<file path="src/mbps_pkg.sv">
// constants and types for the memory bus pin function select block
package mbps_pkg;

  // register map
  localparam logic [31:0] SEL_ADDR      = 32'hE002_C014;
  localparam logic [31:0] SEL_WR_MASK   = 32'h0FF3_E9FC;
  localparam logic [31:0] SEL_RST_VAL   = 32'h0060_00C0;

  // field positions
  localparam int DBG_BIT    = 2;
  localparam int TRC_BIT    = 3;
  localparam int WIDTH_LSB  = 4;
  localparam int ANALOG_IN_SIX_BIT   = 6;
  localparam int ANALOG_IN_SEVEN_BIT   = 7;
  localparam int WE_BIT     = 8;
  localparam int CS1_BIT    = 11;
  localparam int CLOCK_OUTPUT_PIN_BIT   = 13;
  localparam int CS2_LSB    = 14;
  localparam int CS3_LSB    = 16;
  localparam int D2928_BIT  = 20;
  localparam int ANALOG_IN_FOUR_BIT   = 21;
  localparam int ANALOG_IN_FIVE_BIT   = 22;
  localparam int A0_BIT     = 23;
  localparam int A1_BIT     = 24;
  localparam int ADDR_LSB   = 25;
  localparam int ADDR_W     = 3;

  // field encodings
  localparam logic [1:0] CS_SEL_CODE   = 2'h1;
  localparam logic [2:0] ADDR_NONE     = 3'h0;
  localparam logic [2:0] ADDR_ALL      = 3'h7;
  localparam logic [1:0] STRAP_BUS8    = 2'h0;
  localparam logic [1:0] STRAP_NOBUS   = 2'h3;

  // pin counts
  localparam int P1_W       = 37;
  localparam int P23_W      = 32;
  localparam int AMASK_W    = 22;

  typedef enum logic [1:0] {
    WIDTH_8    = 2'h0,
    WIDTH_16   = 2'h1,
    WIDTH_32   = 2'h2,
    WIDTH_NONE = 2'h3
  } mbps_width_e;

  typedef enum logic [0:0] {
    ST_STRAP,
    ST_RUN
  } mbps_state_e;

endpackage : mbps_pkg

</file>
<file path="src/mbps_cfg_if.sv">
// address field to address line mask carrier
`timescale 1ns/100ps
`default_nettype none
interface mbps_cfg_if;
  logic [2:0]  addr_field;
  logic [21:0] addr_mask;

  modport decoder (input addr_field, output addr_mask);
  modport user    (output addr_field, input addr_mask);
endinterface : mbps_cfg_if
`default_nettype wire

</file>
<file path="src/mbps_addr_map.sv">
// decodes the upper address line field into a mask of pins 23..2
`timescale 1ns/100ps
`default_nettype none
module mbps_addr_map (
  // config
  mbps_cfg_if.decoder cfg
);

  // highest enabled address line for a field code, zero when none
  function automatic logic [4:0] top_line(input logic [2:0] code);
    case (code)
      3'h1:    top_line = 5'h03;
      3'h2:    top_line = 5'h05;
      3'h3:    top_line = 5'h07;
      3'h4:    top_line = 5'h0B;
      3'h5:    top_line = 5'h0F;
      3'h6:    top_line = 5'h13;
      3'h7:    top_line = 5'h17;
      default: top_line = 5'h00;
    endcase
  endfunction

  wire logic [4:0] top;
  assign top = top_line(cfg.addr_field);

  always_comb begin
    for (int i = 0; i < 22; i++) begin
      cfg.addr_mask[i] = (cfg.addr_field != mbps_pkg::ADDR_NONE) && (5'(i + 2) <= top);
    end
  end

endmodule : mbps_addr_map
`default_nettype wire

</file>
<file path="src/mbps_pin_select.sv">
// memory bus pin function select register with apb slave and pin decode
//
// The APB register port was chosen for this implementation.
`timescale 1ns/100ps
`default_nettype none

// Behaviour
// - bit 2 gives debug pin group to debug port, else general-purpose.
// - bit 3 gives trace pin group to trace port, else general-purpose.
// - bus-width field loads from boot strap pins at reset.
// - width 11 frees low data byte, chip select 0, output strobe, lane 0.
// - width 01 or 10 maps data 15..8 and byte lane one to bus.
// - outside width 10, bits 6 and 7 pick analogue inputs six, seven.
// - bit 8 picks write strobe over port pin 3.27, resets 0.
// - bit 11 picks chip select one over port pin 3.26, resets 0.
// - unless address field is 111, bit 13 picks clock output, resets 0.
// - field 15:14 at 01 picks chip select two, resets 00.
// - field 17:16 at 01 picks chip select three, resets 00.
// - outside width 10, bit 20 keeps pins 2.29/2.28 as port pins.
// - outside width 10, bit 21 picks analogue input four, resets 1.
// - outside width 10, bit 22 picks analogue input five, resets 1.
// - bit 23 enables address line 0; resets 1 only for straps 00.
// - bit 24 enables address line 1.
// - field 27:25 sets top address line; resets 000 for straps 11.
// - direction register only steers pins left at general-purpose use.
module mbps_pin_select (
  // clock and reset
  input  wire logic        clock,
  input  wire logic        sys_rst,
  // boot straps
  input  wire logic [1:0]  boot_strap_pins,
  // apb slave
  input  wire logic        psel,
  input  wire logic        penable,
  input  wire logic        pwrite,
  input  wire logic [31:0] paddr,
  input  wire logic [31:0] pwdata,
  output logic             pready,
  output logic [31:0]      prdata,
  output logic             pslverr,
  // direction from general-purpose port and from the owning functions
  input  wire logic [36:0] port1_dir,
  input  wire logic [31:0] port2_dir,
  input  wire logic [31:0] port3_dir,
  input  wire logic [36:0] port1_fn_oe,
  input  wire logic [31:0] port2_fn_oe,
  input  wire logic [31:0] port3_fn_oe,
  // per pin function select, 1 = alternate function
  output logic [36:0]      port1_fn_sel,
  output logic [31:0]      port2_fn_sel,
  output logic [31:0]      port3_fn_sel,
  // effective pin output enables
  output logic [36:0]      port1_oe,
  output logic [31:0]      port2_oe,
  output logic [31:0]      port3_oe,
  // function enables for the units that own the pins
  output logic             debug_port_en,
  output logic             trace_port_en,
  output logic [1:0]       bus_width,
  output logic [23:0]      address_line_en,
  output logic             clock_output_pin_en,
  output logic [3:0]       chip_select_en,
  output logic [3:0]       byte_lane_en,
  output logic             output_strobe_en,
  output logic             write_strobe_en,
  output logic [3:0]       analog_in_en
);

  // extracts a two-bit field, used for width and chip select fields
  function automatic logic [1:0] fld2(input logic [31:0] v, input int lsb);
    fld2 = v[lsb +: 2];
  endfunction

  // ---------------------------------------------------------------
  // state
  // ---------------------------------------------------------------
  mbps_pkg::mbps_state_e state_reg;
  mbps_pkg::mbps_state_e state_next;
  logic [31:0] sel_reg;
  logic [31:0] sel_next;
  logic        pready_reg;
  logic [31:0] prdata_reg;
  logic        pslverr_reg;

  mbps_cfg_if cfg ();

  mbps_addr_map u_addr_map (
    .cfg (cfg.decoder)
  );

  // ---------------------------------------------------------------
  // apb decode
  // ---------------------------------------------------------------
  wire logic hit;
  wire logic done;
  wire logic wr_en;

  // full word compare: any other address is unmapped and gets an error
  assign hit      = (paddr == mbps_pkg::SEL_ADDR);
  assign done     = psel && penable && pready_reg;
  assign wr_en    = done && pwrite && hit;

  // ---------------------------------------------------------------
  // strap capture after reset release
  // ---------------------------------------------------------------
  // straps are caught on the first edge after release, never by the
  // async reset itself; bus answers wait until then
  wire logic [31:0] strap_val;
  wire logic [31:0] strap_keep;
  wire logic [31:0] strap_bits;
  wire logic        strap_a0;
  wire logic [2:0]  strap_addr;

  assign strap_a0   = (boot_strap_pins == mbps_pkg::STRAP_BUS8);
  assign strap_addr = (boot_strap_pins == mbps_pkg::STRAP_NOBUS) ?
                      mbps_pkg::ADDR_NONE : mbps_pkg::ADDR_ALL;

  always_comb begin
    sel_next = sel_reg;
    // the strap cycle wins over a write, which cannot be answered then
    if (state_reg == mbps_pkg::ST_STRAP) begin
      sel_next = strap_val;
    end else if (wr_en) begin
      sel_next = pwdata & mbps_pkg::SEL_WR_MASK;
    end
  end

  // strapped fields replace their bits, every other bit keeps its reset value
  assign strap_bits = (32'(strap_addr) << mbps_pkg::ADDR_LSB)
                    | (32'(strap_a0) << mbps_pkg::A0_BIT)
                    | (32'(boot_strap_pins) << mbps_pkg::WIDTH_LSB);
  assign strap_keep = ~((32'(mbps_pkg::ADDR_ALL) << mbps_pkg::ADDR_LSB)
                    | (32'h0000_0001 << mbps_pkg::A0_BIT)
                    | (32'h0000_0003 << mbps_pkg::WIDTH_LSB));
  assign strap_val  = (sel_reg & strap_keep) | strap_bits;

  always_comb begin
    case (state_reg)
      mbps_pkg::ST_STRAP: state_next = mbps_pkg::ST_RUN;
      mbps_pkg::ST_RUN:   state_next = mbps_pkg::ST_RUN;
      default:            state_next = mbps_pkg::ST_STRAP;
    endcase
  end

  always_ff @(posedge clock or posedge sys_rst) begin
    if (sys_rst) begin
      state_reg <= mbps_pkg::ST_STRAP;
      sel_reg   <= mbps_pkg::SEL_RST_VAL;
    end else begin
      state_reg <= state_next;
      sel_reg   <= sel_next;
    end
  end

  // ---------------------------------------------------------------
  // apb answer
  // ---------------------------------------------------------------
  // ready comes one cycle after setup, so every access after the strap cycle lasts one cycle;
  // a setup that fell in the strap cycle is answered one cycle later,
  // so a master that asked too early is never left waiting
  wire logic        answer;
  wire logic        pready_next;
  wire logic [31:0] prdata_next;
  wire logic        pslverr_next;

  // one answer per transfer: a standing ready blocks a second one
  assign answer       = psel && !pready_reg && (state_reg == mbps_pkg::ST_RUN);
  assign pready_next  = answer;
  assign prdata_next  = (answer && hit && !pwrite) ? sel_reg : 32'h0000_0000;
  assign pslverr_next = answer && !hit;

  always_ff @(posedge clock or posedge sys_rst) begin
    if (sys_rst) begin
      pready_reg  <= 1'b0;
      prdata_reg  <= 32'h0000_0000;
      pslverr_reg <= 1'b0;
    end else begin
      pready_reg  <= pready_next;
      prdata_reg  <= prdata_next;
      pslverr_reg <= pslverr_next;
    end
  end

  assign pready  = pready_reg;
  assign prdata  = prdata_reg;
  assign pslverr = pslverr_reg;

  // ---------------------------------------------------------------
  // field decode
  // ---------------------------------------------------------------
  wire logic [1:0] width;
  wire logic       w_low;
  wire logic       w_mid;
  wire logic       w_full;
  wire logic       dbg_sel;
  wire logic       trc_sel;
  wire logic       analog_in_four;
  wire logic       analog_in_five;
  wire logic       analog_in_six;
  wire logic       analog_in_seven;
  wire logic       cs1_sel;
  wire logic       cs2_sel;
  wire logic       cs3_sel;
  wire logic       we_sel;
  wire logic       clock_output_pin_sel;
  wire logic       a23_line;
  wire logic [21:0] amask;

  assign width  = fld2(sel_reg, mbps_pkg::WIDTH_LSB);
  assign w_low  = (width != mbps_pkg::WIDTH_NONE);
  assign w_mid  = (width == mbps_pkg::WIDTH_16) || (width == mbps_pkg::WIDTH_32);
  assign w_full = (width == mbps_pkg::WIDTH_32);

  assign dbg_sel = sel_reg[mbps_pkg::DBG_BIT];
  assign trc_sel = sel_reg[mbps_pkg::TRC_BIT];

  // analogue choices give way to the 32-bit data bus
  assign analog_in_four = !w_full && sel_reg[mbps_pkg::ANALOG_IN_FOUR_BIT];
  assign analog_in_five = !w_full && sel_reg[mbps_pkg::ANALOG_IN_FIVE_BIT];
  assign analog_in_six = !w_full && sel_reg[mbps_pkg::ANALOG_IN_SIX_BIT];
  assign analog_in_seven = !w_full && sel_reg[mbps_pkg::ANALOG_IN_SEVEN_BIT];

  // chip select codes 10 and 11 are reserved and leave the pin at port use
  assign we_sel  = sel_reg[mbps_pkg::WE_BIT];
  assign cs1_sel = sel_reg[mbps_pkg::CS1_BIT];
  assign cs2_sel = (fld2(sel_reg, mbps_pkg::CS2_LSB) == mbps_pkg::CS_SEL_CODE);
  assign cs3_sel = (fld2(sel_reg, mbps_pkg::CS3_LSB) == mbps_pkg::CS_SEL_CODE);

  assign cfg.addr_field = sel_reg[mbps_pkg::ADDR_LSB +: mbps_pkg::ADDR_W];
  assign amask          = cfg.addr_mask;

  // pin 3.23 is address line 23 when all lines are on, else port or clock
  assign a23_line = (cfg.addr_field == mbps_pkg::ADDR_ALL);
  assign clock_output_pin_sel = !a23_line && sel_reg[mbps_pkg::CLOCK_OUTPUT_PIN_BIT];

  // ---------------------------------------------------------------
  // per pin function select
  // ---------------------------------------------------------------
  logic [36:0] p1_sel;
  logic [31:0] p2_sel;
  logic [31:0] p3_sel;

  always_comb begin
    p1_sel        = 37'h0;
    p1_sel[36:26] = {11{dbg_sel}};
    p1_sel[25:16] = {10{trc_sel}};
    p1_sel[1]     = w_low;
    p1_sel[0]     = w_low;
  end

  // bit 20 has no defined function, so pins 2.29/2.28 stay port pins outside width 10
  always_comb begin
    p2_sel        = 32'h0;
    p2_sel[7:0]   = {8{w_low}};
    p2_sel[15:8]  = {8{w_mid}};
    p2_sel[27:16] = {12{w_full}};
    p2_sel[29:28] = {2{w_full}};
    p2_sel[30]    = w_full || analog_in_four;
    p2_sel[31]    = w_full || analog_in_five;
  end

  always_comb begin
    p3_sel        = 32'h0;
    p3_sel[31]    = w_low;
    p3_sel[30]    = w_mid;
    p3_sel[29]    = w_full || analog_in_six;
    p3_sel[28]    = w_full || analog_in_seven;
    p3_sel[27]    = we_sel;
    p3_sel[26]    = cs1_sel;
    p3_sel[25]    = cs2_sel;
    p3_sel[24]    = cs3_sel;
    p3_sel[23]    = amask[21] || clock_output_pin_sel;
    p3_sel[22:2]  = amask[20:0];
    p3_sel[1]     = sel_reg[mbps_pkg::A1_BIT];
    p3_sel[0]     = sel_reg[mbps_pkg::A0_BIT];
  end

  // ---------------------------------------------------------------
  // direction: port register only for general-purpose pins
  // ---------------------------------------------------------------
  wire logic [36:0] p1_oe;
  wire logic [31:0] p2_oe;
  wire logic [31:0] p3_oe;

  assign p1_oe = (p1_sel & port1_fn_oe) | (~p1_sel & port1_dir);
  assign p2_oe = (p2_sel & port2_fn_oe) | (~p2_sel & port2_dir);
  assign p3_oe = (p3_sel & port3_fn_oe) | (~p3_sel & port3_dir);

  // ---------------------------------------------------------------
  // output registers
  // ---------------------------------------------------------------
  // all pin controls are flopped; a register write reaches the pins
  // one cycle after the bus edge that stores it
  always_ff @(posedge clock or posedge sys_rst) begin
    if (sys_rst) begin
      port1_fn_sel <= 37'h0;
      port2_fn_sel <= 32'h0000_0000;
      port3_fn_sel <= 32'h0000_0000;
      port1_oe     <= 37'h0;
      port2_oe     <= 32'h0000_0000;
      port3_oe     <= 32'h0000_0000;
    end else begin
      port1_fn_sel <= p1_sel;
      port2_fn_sel <= p2_sel;
      port3_fn_sel <= p3_sel;
      port1_oe     <= p1_oe;
      port2_oe     <= p2_oe;
      port3_oe     <= p3_oe;
    end
  end

  always_ff @(posedge clock or posedge sys_rst) begin
    if (sys_rst) begin
      debug_port_en       <= 1'b0;
      trace_port_en       <= 1'b0;
      bus_width           <= 2'h0;
      address_line_en     <= 24'h00_0000;
      clock_output_pin_en <= 1'b0;
    end else begin
      debug_port_en       <= dbg_sel;
      trace_port_en       <= trc_sel;
      bus_width           <= width;
      address_line_en     <= {amask, p3_sel[1:0]};
      clock_output_pin_en <= clock_output_pin_sel;
    end
  end

  always_ff @(posedge clock or posedge sys_rst) begin
    if (sys_rst) begin
      chip_select_en   <= 4'h0;
      byte_lane_en     <= 4'h0;
      output_strobe_en <= 1'b0;
      write_strobe_en  <= 1'b0;
      analog_in_en     <= 4'h0;
    end else begin
      chip_select_en   <= {cs3_sel, cs2_sel, cs1_sel, w_low};
      byte_lane_en     <= {w_full, w_full, w_mid, w_low};
      output_strobe_en <= w_low;
      write_strobe_en  <= we_sel;
      analog_in_en     <= {analog_in_seven, analog_in_six, analog_in_five, analog_in_four};
    end
  end

endmodule : mbps_pin_select
`default_nettype wire

</file>
<file path="config.mk">
export PLATFORM = sky130hd
export DESIGN_NAME = mbps_pin_select
export DESIGN_NICKNAME = d
export VERILOG_FILES = /design/src/mbps_pkg.sv /design/src/mbps_cfg_if.sv /design/src/mbps_addr_map.sv /design/src/mbps_pin_select.sv
export SDC_FILE = /design/constraint.sdc
export NUM_CORES = 1
export LEC_CHECK = 0
export ABC_AREA = 1
export BUFFER_PORTS_ARGS = -buffer_cell sky130_fd_sc_hd__buf_4
export CORE_AREA = 10 10 206 208
export DETAILED_ROUTE_END_ITERATION = 8
export DIE_AREA = 0 0 216 218
export PLACE_DENSITY = 0.48
export SYNTH_ARGS = -nofsm -noshare
export SYNTH_HDL_FRONTEND = slang
export SYNTH_SLANG_ARGS = --single-unit
export TNS_END_PERCENT = 1
</file>
<file path="constraint.sdc">
create_clock -name clock -period 15.6 [get_ports clock]
set_input_delay 1.56 -clock clock [delete_from_list [all_inputs] [get_ports clock]]
set_output_delay 1.56 -clock clock [all_outputs]
set_load 0.03 [all_outputs]
</file>
# Word level (Yosys, flattened, before mapping)
# Cells that the tools add are included.
# op_classes
magnitude_cmp	22
n_eq_ne	15
muxes	5
n_bitwise	15
n_reduce_logical	49
# op_table
op	n
$and 32x32->32	4
$mux 32	3
$and 37x37->37	2
$not 32->32	2
$or 32x32->32	2
$le 4x5->1 const A	8
$le 5x5->1 const A	8
$not 37->37	1
$or 37x37->37	1
$logic_and 1x1->1	36
$pmux 5 s7	1
$eq 32x32->1 const B	1
$or 32x28->32	1
$or 28x24->28	1
$or 28x6->28	1
$le 3x5->1 const A	4
$eq 3x3->1 const B	4
$le 2x5->1 const A	2
$eq 2x1->1 const B	3
$eq 3x2->1 const B	2
$logic_or 1x1->1	6
$logic_not 1->1	5
$eq 2x2->1 const B	2
$eq 3x1->1 const B	1
5 further kinds	5
# word_totals
ff_bits	287
inputBits	273
output_inout_bits	279
word_cells	127

# Depth between registers and ports, before layout
# Gate-level depths: netlist of run 1.
# logic_depth
ltp_word	8
depth_mapped	10
mapped_depth_nobuf	9

# Modules after synthesis
# Synthesis of run 1 repeated with hierarchy kept, for this count alone.
# hier_totals
cells_unflattened	808
hier_area_um2	8006.4
# by_module_without_submodules
module	instances	cells_each	area_each_um2	seq_area_each_um2
mbps_pin_select	1	779	7868.8	4809.6
mbps_addr_map	1	29	137.6	0.0

# Least setup slack after synthesis of run 1
# Ideal clock, no wire load.
# synth_timing
path_kind	input -> register
startpoint	input port paddr[27]
endpoint	register sel_reg[2]
setup_time_ns	0.117
arrival_ns	2.408
required_ns	15.483
slack_ns	13.075
cell_stages	9
n_path_buf	1
cell_sequence	nor2_1 nand2_1 nor2_1 nand2_1 nor2_2 nand3_2 buf_2 nand2_1 nand2_1
# synth_between
elab_chain_cells	3
# synth_rtl
element	line_no	source
start: declaration	mbps_pin_select.sv:36	input wire logic [31:0] paddr,
$eq 32x32->1	mbps_pin_select.sv:99	assign hit = (paddr == mbps_pkg::SEL_ADDR);
$logic_and 1x1->1	mbps_pin_select.sv:101	assign wr_en = done && pwrite && hit;
$ne 2x1->1 (no line)	n/a	
end signal: assignment	mbps_pin_select.sv:148	sel_reg <= mbps_pkg::SEL_RST_VAL;
end signal: assignment	mbps_pin_select.sv:151	sel_reg <= sel_next;
end: declaration	mbps_pin_select.sv:79	logic [31:0] sel_reg;
# No other way between the ends.
# A chain may end at the register's enable or synchronous reset.

# Worst setup path after layout of run 1
# layout_timing
startpoint	input port paddr[21]
endpoint	register sel_reg[17]
# The elaborated chain is that of the path after synthesis.

==> impl_metrics.toml, run 1 <==
[outcome]
outcome = "completed"

[layout]
final_area_sq_mm = 0.01189
nFillCells = 4000
multi_input_area_sq_mm = 0.001909
post_route_cells_drive_above_1_share_pct = 46.51
largest_reg_flops = 37
layout_common_cells = "buf_4, nand2_1, dfrtp_1"
seq_area_sq_mm = 0.004634
layout.cells.most_common = "buf_4"
top_register = "port1_oe"
area_growth_pct = 53.83
fin_nets = 1507
reg.largest.list = "port1_oe x37, port2_oe x32, port3_oe x32"

[critical_path]
path_max_fanout = 20
cp.arrival_ps = 3250
start_kind = "primary input"
cp_top_family = "simple AND/OR/NAND/NOR gates"
slowest_stage = "nand3_2"
end_kind = "flop"
criticalPathCategory = "primary input to flop"
critPathBufInv = 2
cp_cell_sequence = "buf_4 -> nor2_1 -> nand2_1 -> nor2_1 -> nand2_1 -> nor2_2 -> buf_4 -> nand3_2 -> nand2_1 -> nand2_1"
cp_common_cell = "nand2_1"
required_ps = 15930
slowest_delay_ps = 520

[sta]
drv_slew = 0
fin_tns_setup_ps = 0
finClkSkew_ps = 6.810
rsz0062_at_grt = "no"
finalCritPeriodShare_pct = 18.73
layout_min_cycle_time_ps = 2922
setup_violations = 0
tightest_slew_ps = 975.8
max_freq_mhz = 342.3
final_hold_viol_count = 0
slew-limit-headroom_pct = 34.95

[synth]
synth_seq_cells = 185
synth.area.top_cells = "dfrtp_1, nand2_1, buf_4"
synth_top_area_share_pct = 58.59
yosys.area.top_type = "dfrtp_1"
synth.distinct_cells = 24
yosys_warnings = 0
syn_area_sq_mm = 0.007731
ys_seq_area_share_pct = 59.94
syn_area_per_cell_sq_um = 9.394
syn_inst = 823

[global_route]
grt_pass1_wl_microns = 44230
grt_overflow = 0
grt_pass1_vias = 7038
grt_max_degree = 118
grt_usage_pct = 12.50
antenna_found_initial = 1

[clocking]
cts-htree-levels = 4
clkLatencyLatePin_ps = 440
cts_root_buf = "clkbuf_16"
clkSinkCount = 185
cts_resized = 0
tritoncts = "built"
numCtsBuffers = 17
clk_pin_slew_ps = 70
postCtsHoldBufs = 0
post_cts_buffers = 0
cts.path.max_buffers = 2

[floorplan]
rows = 72
initial_utilization_pct = 20.19
die_w_microns = 216
coreArea_sq_mm = 0.03829
dieArea_sq_mm = 0.04709
die_y_microns = 218
io_pins = 552

[route]
routedWlPerCell_microns = 17.40
drc = 0
postRouteAntennaNets = 0
routed_wl_microns = 30690
firstDrtPassIters = 4
vias = 6506
via_per_inst = 3.688
initialDrtViolationCount = 224

[power_and_ir_drop]
power.density_mw_per_mm2 = 107.5
p_leak_uw = 0.006510
worst_ir_drop_vdd_mv = 0.06949

[job]
drv_cap = 0

[placed_design]
hpwlAfterDp_microns = 24380
portBuffers = 512
place.gp.congestion = 0.7947
post_dp_cell_area_sq_mm = 0.01132

[worst_hold_path]
hp-class = "flop to flop"
[final cells by class]
type / instances / share of cell area, %
repair buffers: 516 / 32.57
clock buffers: 20 / 3.840
inverters: 65 / 2.115
flip-flops and latches: 185 / 38.97
diodes: 1 / 0.02104
well taps: 518 / 5.450
clock inverters: 12 / 0.9784
multi-input cells: 447 / 16.05
[cell families (layout without fill, tap and decap cells)]
family	count (synthesis)	count (layout)	share of synthesized area [%]
simple gates	409	409	21.38
mux	11	11	1.602
buf+inv	205	613	16.04
compound gates	9	9	0.6150
fa+ha+maj	2	2	0.3236
other cells	2	17	0.09714
flops	185	185	59.94
[synthesized netlist by cell type]
library cell    n
nand3_2         1
nor2_1         57
ha_1            2
buf_6           3
o21ai_0         2
buf_1           1
nand3_1         8
mux2_2         11
nand2_2         1
clkinv_1        1
o31ai_1         1
nor3_4          1
nor2_2         12
buf_4         118
dfstp_2         4
nand2_1       311
clkbuf_1       14
nand4_1        17
buf_2           4
dfrtp_1       181
nand3_4         1
conb_1          2
inv_1          64
a21oi_1         6
[where the power goes]
part	switching (uW)	internal, uW	leakage, uW
logic	196	122	0.00394
clock network	199	231	0.000283
registers	18.4	513	0.00229
total	413	865	0.00651
[metrics by stage]
stage / hold WS (ps) / utilization (%) / cells / total power (uW) / worst slack, ps
floorplan: 379.8 / - / 837 / 733.7 / 9018
global placement: 401.9 / 29.56 / 1731 / 863.7 / 12130
detailed placement: 415.2 / 29.56 / 1731 / 865.2 / 12160
CTS: 432.2 / 31.06 / 1763 / 1308 / 12660
global route: 432.3 / 31.06 / 1763 / 1341 / 12450
finish: 420.8 / 31.06 / 1764 / 1279 / 12680
[metal layers]
| layer | part of all wire [%] | vias to the layer above | track usage, % |
|---|---|---|---|
| met5 | 0.059 | - | 0 |
| met4 | 1.3 | 2 | 3.682 |
| met3 | 8.8 | 21 | 5.215 |
| met2 | 51 | 297 | 21.83 |
| li1 | - | 3160 | - |
| met1 | 39 | 3026 | 13.60 |
[worst paths after layout]
check	end	start	cells after the start	slack, ps
worst min register to register	bus_width[0]$_DFF_PP0_	sel_reg[4]$_DFFE_PP0P_	0	420
worst min-delay path	bus_width[0]$_DFF_PP0_	sel_reg[4]$_DFFE_PP0P_	0	420
worst max register to register	port2_oe[19]$_DFF_PP0_	sel_reg[4]$_DFFE_PP0P_	5	13430
min in group asynchronous	port1_oe[13]$_DFF_PP0_	sys_rst	2	1280
max in group asynchronous	prdata[30]$_DFF_PP0_	sys_rst	3	12770
worst max-delay path	sel_reg[17]$_DFFE_PP0P_	paddr[21]	10	12680
Power figures use the tool's default switching activity.
==> inputs of run 2 (changes only) <==
Settings changed: PLACE_DENSITY 0.48 to 0.49.
Clock period 15.6 ns to 2.44 ns, I/O delays scaled along.
==> run 2 against run 1 <==
Against the previous run:
- the flow now finishes with violations (negative hold slack)
- highest routed layer unchanged
- combinational power increased to 7.4 times the previous value
- final cell count increased by 9.7%
- design area is 15% higher
- clock-buffer cell count is 1 higher
- largest power group unchanged
- worst hold slack worse by 500 ps
- critical path depth fell by 4
==> impl_metrics.toml, run 2 (synthesis gave the netlist of run 1 again) <==
[placed_design]
hpwlAfterDp_microns = 25510
portBuffers = 512
place.gp.congestion = 0.8366

[sta]
finClkSkew_ps = 7.563
fin_hold_ws_ps = -83.95
finalCritPeriodShare_pct = 92.82
slew-limit-headroom_pct = 42.92
setup_violations = 0
max_freq_mhz = 441.5
layout_min_cycle_time_ps = 2265
final_hold_viol_count = 25
tightest_slew_ps = 856.1
rsz0062_at_grt = "no"
fin_tns_setup_ps = 0
drv_slew = 0

[route]
vias = 7246
routed_wl_microns = 32970
routedWlPerCell_microns = 17.04
via_per_inst = 3.745
initialDrtViolationCount = 273
postRouteAntennaNets = 0
drc = 0
firstDrtPassIters = 5

[floorplan]
die_w_microns = 216
io_pins = 552
coreArea_sq_mm = 0.03829
dieArea_sq_mm = 0.04709
initial_utilization_pct = 20.19
die_y_microns = 218
rows = 72

[layout]
reg.largest.list = "port1_oe x37, port2_oe x32, port3_oe x32"
top_register = "port1_oe"
largest_reg_flops = 37
nFillCells = 3885
post_route_cells_drive_above_1_share_pct = 41.57
multi_input_area_sq_mm = 0.001913
area_growth_pct = 76.27
num_antenna_cells = 0
layout.cells.most_common = "buf_4"
seq_area_sq_mm = 0.004634
layout_common_cells = "buf_4, nand2_1, dfrtp_1"
fin_nets = 1679

[power_and_ir_drop]
power.density_mw_per_mm2 = 629.6
p_leak_uw = 0.007252
worst_ir_drop_vdd_mv = 0.4892

[outcome]
violations = "negative hold slack"
outcome = "finished, violations left"

[clocking]
cts.path.max_buffers = 2
tritoncts = "built"
cts_root_buf = "clkbuf_16"
clk_pin_slew_ps = 70
cts-htree-levels = 4
numCtsBuffers = 17
clkSinkCount = 185
clkLatencyLatePin_ps = 450

[critical_path]
cp.arrival_ps = 2600
criticalPathCategory = "flop to flop"
critPathBufInv = 3
slowest_stage = "ha_1"
cp_top_family = "buffers and inverters"
end_kind = "flop"
start_kind = "flop"
slowest_delay_ps = 600
cp_common_cell = "nand2_1"
required_ps = 2770
cp_cell_sequence = "inv_1 -> ha_1 -> clkinvlp_4 -> nand2_1 -> nand2_1 -> dlygate4sd3_1"
path_max_fanout = 10

[global_route]
grt_pass1_vias = 8092
antenna_found_initial = 4
grt_max_degree = 130
grt_overflow = 0
grt_usage_pct = 13.57
grt_pass1_wl_microns = 49050

[worst_hold_path]
hp-class = "primary input to async pin"

[job]
drv_cap = 0
run 2: changes by cell type in the layout (fill, tap and decap cells not counted), sizes merged:
cell,delta
dlygate4sd3,+164
buf,+8
clkinv,-3
clkinvlp,+3
clkbuf,+1
diode,-1
inv,-1
run 2: report_power, final:
part | leakage, uW | switching [uW] | internal [uW]
clock | 0.000282 | 1330 | 1510
sequential | 0.00229 | 123 | 3280
combinational | 0.00468 | 1320 | 1020
run 2: final timing paths:
check                                          to                   start  slack (ps)  depth (start not counted)
max                        port2_oe[11]$_DFF_PP0_  sel_reg[4]$_DFFE_PP0P_         180                          6
min                          prdata[24]$_DFF_PP0_                 sys_rst         -80                          3
max reg2reg                port2_oe[11]$_DFF_PP0_  sel_reg[4]$_DFFE_PP0P_         180                          6
min reg2reg                bus_width[0]$_DFF_PP0_  sel_reg[4]$_DFFE_PP0P_         420                          0
max in group asynchronous  bus_width[0]$_DFF_PP0_                 sys_rst        1800                          3
min in group clock         port2_oe[27]$_DFF_PP0_         port2_fn_oe[27]          30                          3
run 2: layout make-up:
| class | instances | area share (%) |
|---|---|---|
| timing repair buffer | 688 | 41.09 |
| sequential | 185 | 34.01 |
| multi-input combinational | 447 | 14.04 |
| tap | 518 | 4.756 |
| clock buffer | 21 | 3.452 |
| inverter | 65 | 1.845 |
| clock inverter | 11 | 0.8079 |
run 2: worst min-delay path: cells and delay by family:
| kind | cells | cell delay [ps] |
|---|---|---|
| buffers and inverters | 3 | 580 |
run 2: through the flow:
| stage | cells | cell area (sq um) | total power (uW) | setup slack (ps) | utilization [%] |
|---|---|---|---|---|---|
| 6_report | 1935 | 13630 | 8580 | 175.1 | 35.59 |
| 3_3_place_gp | 1739 | 11400 | 5531 | 361.2 | 29.77 |
| 3_5_place_dp | 1739 | 11400 | 5543 | 328.7 | 29.77 |
| 4_1_cts | 1934 | 13610 | 8724 | 102.0 | 35.55 |
| 2_1_floorplan | 837 | 7787 | 4692 | -179.3 | - |
| 5_1_grt | 1935 | 13630 | 8992 | 9.039 | 35.59 |
run 2: metal layers:
layer	track usage (%)	part of all wire, %
met2	24.44	52
met5	0	0.17
met4	4.498	1.7
met1	13.99	37
met3	5.659	9.2
run 2: repair_timing:
item	4_1_cts	5_1_grt
resized for setup	0	2
setup endpoints to repair	0	3
buffers inserted	0	0
hold buffers	163	1
hold endpoints to repair	95	1
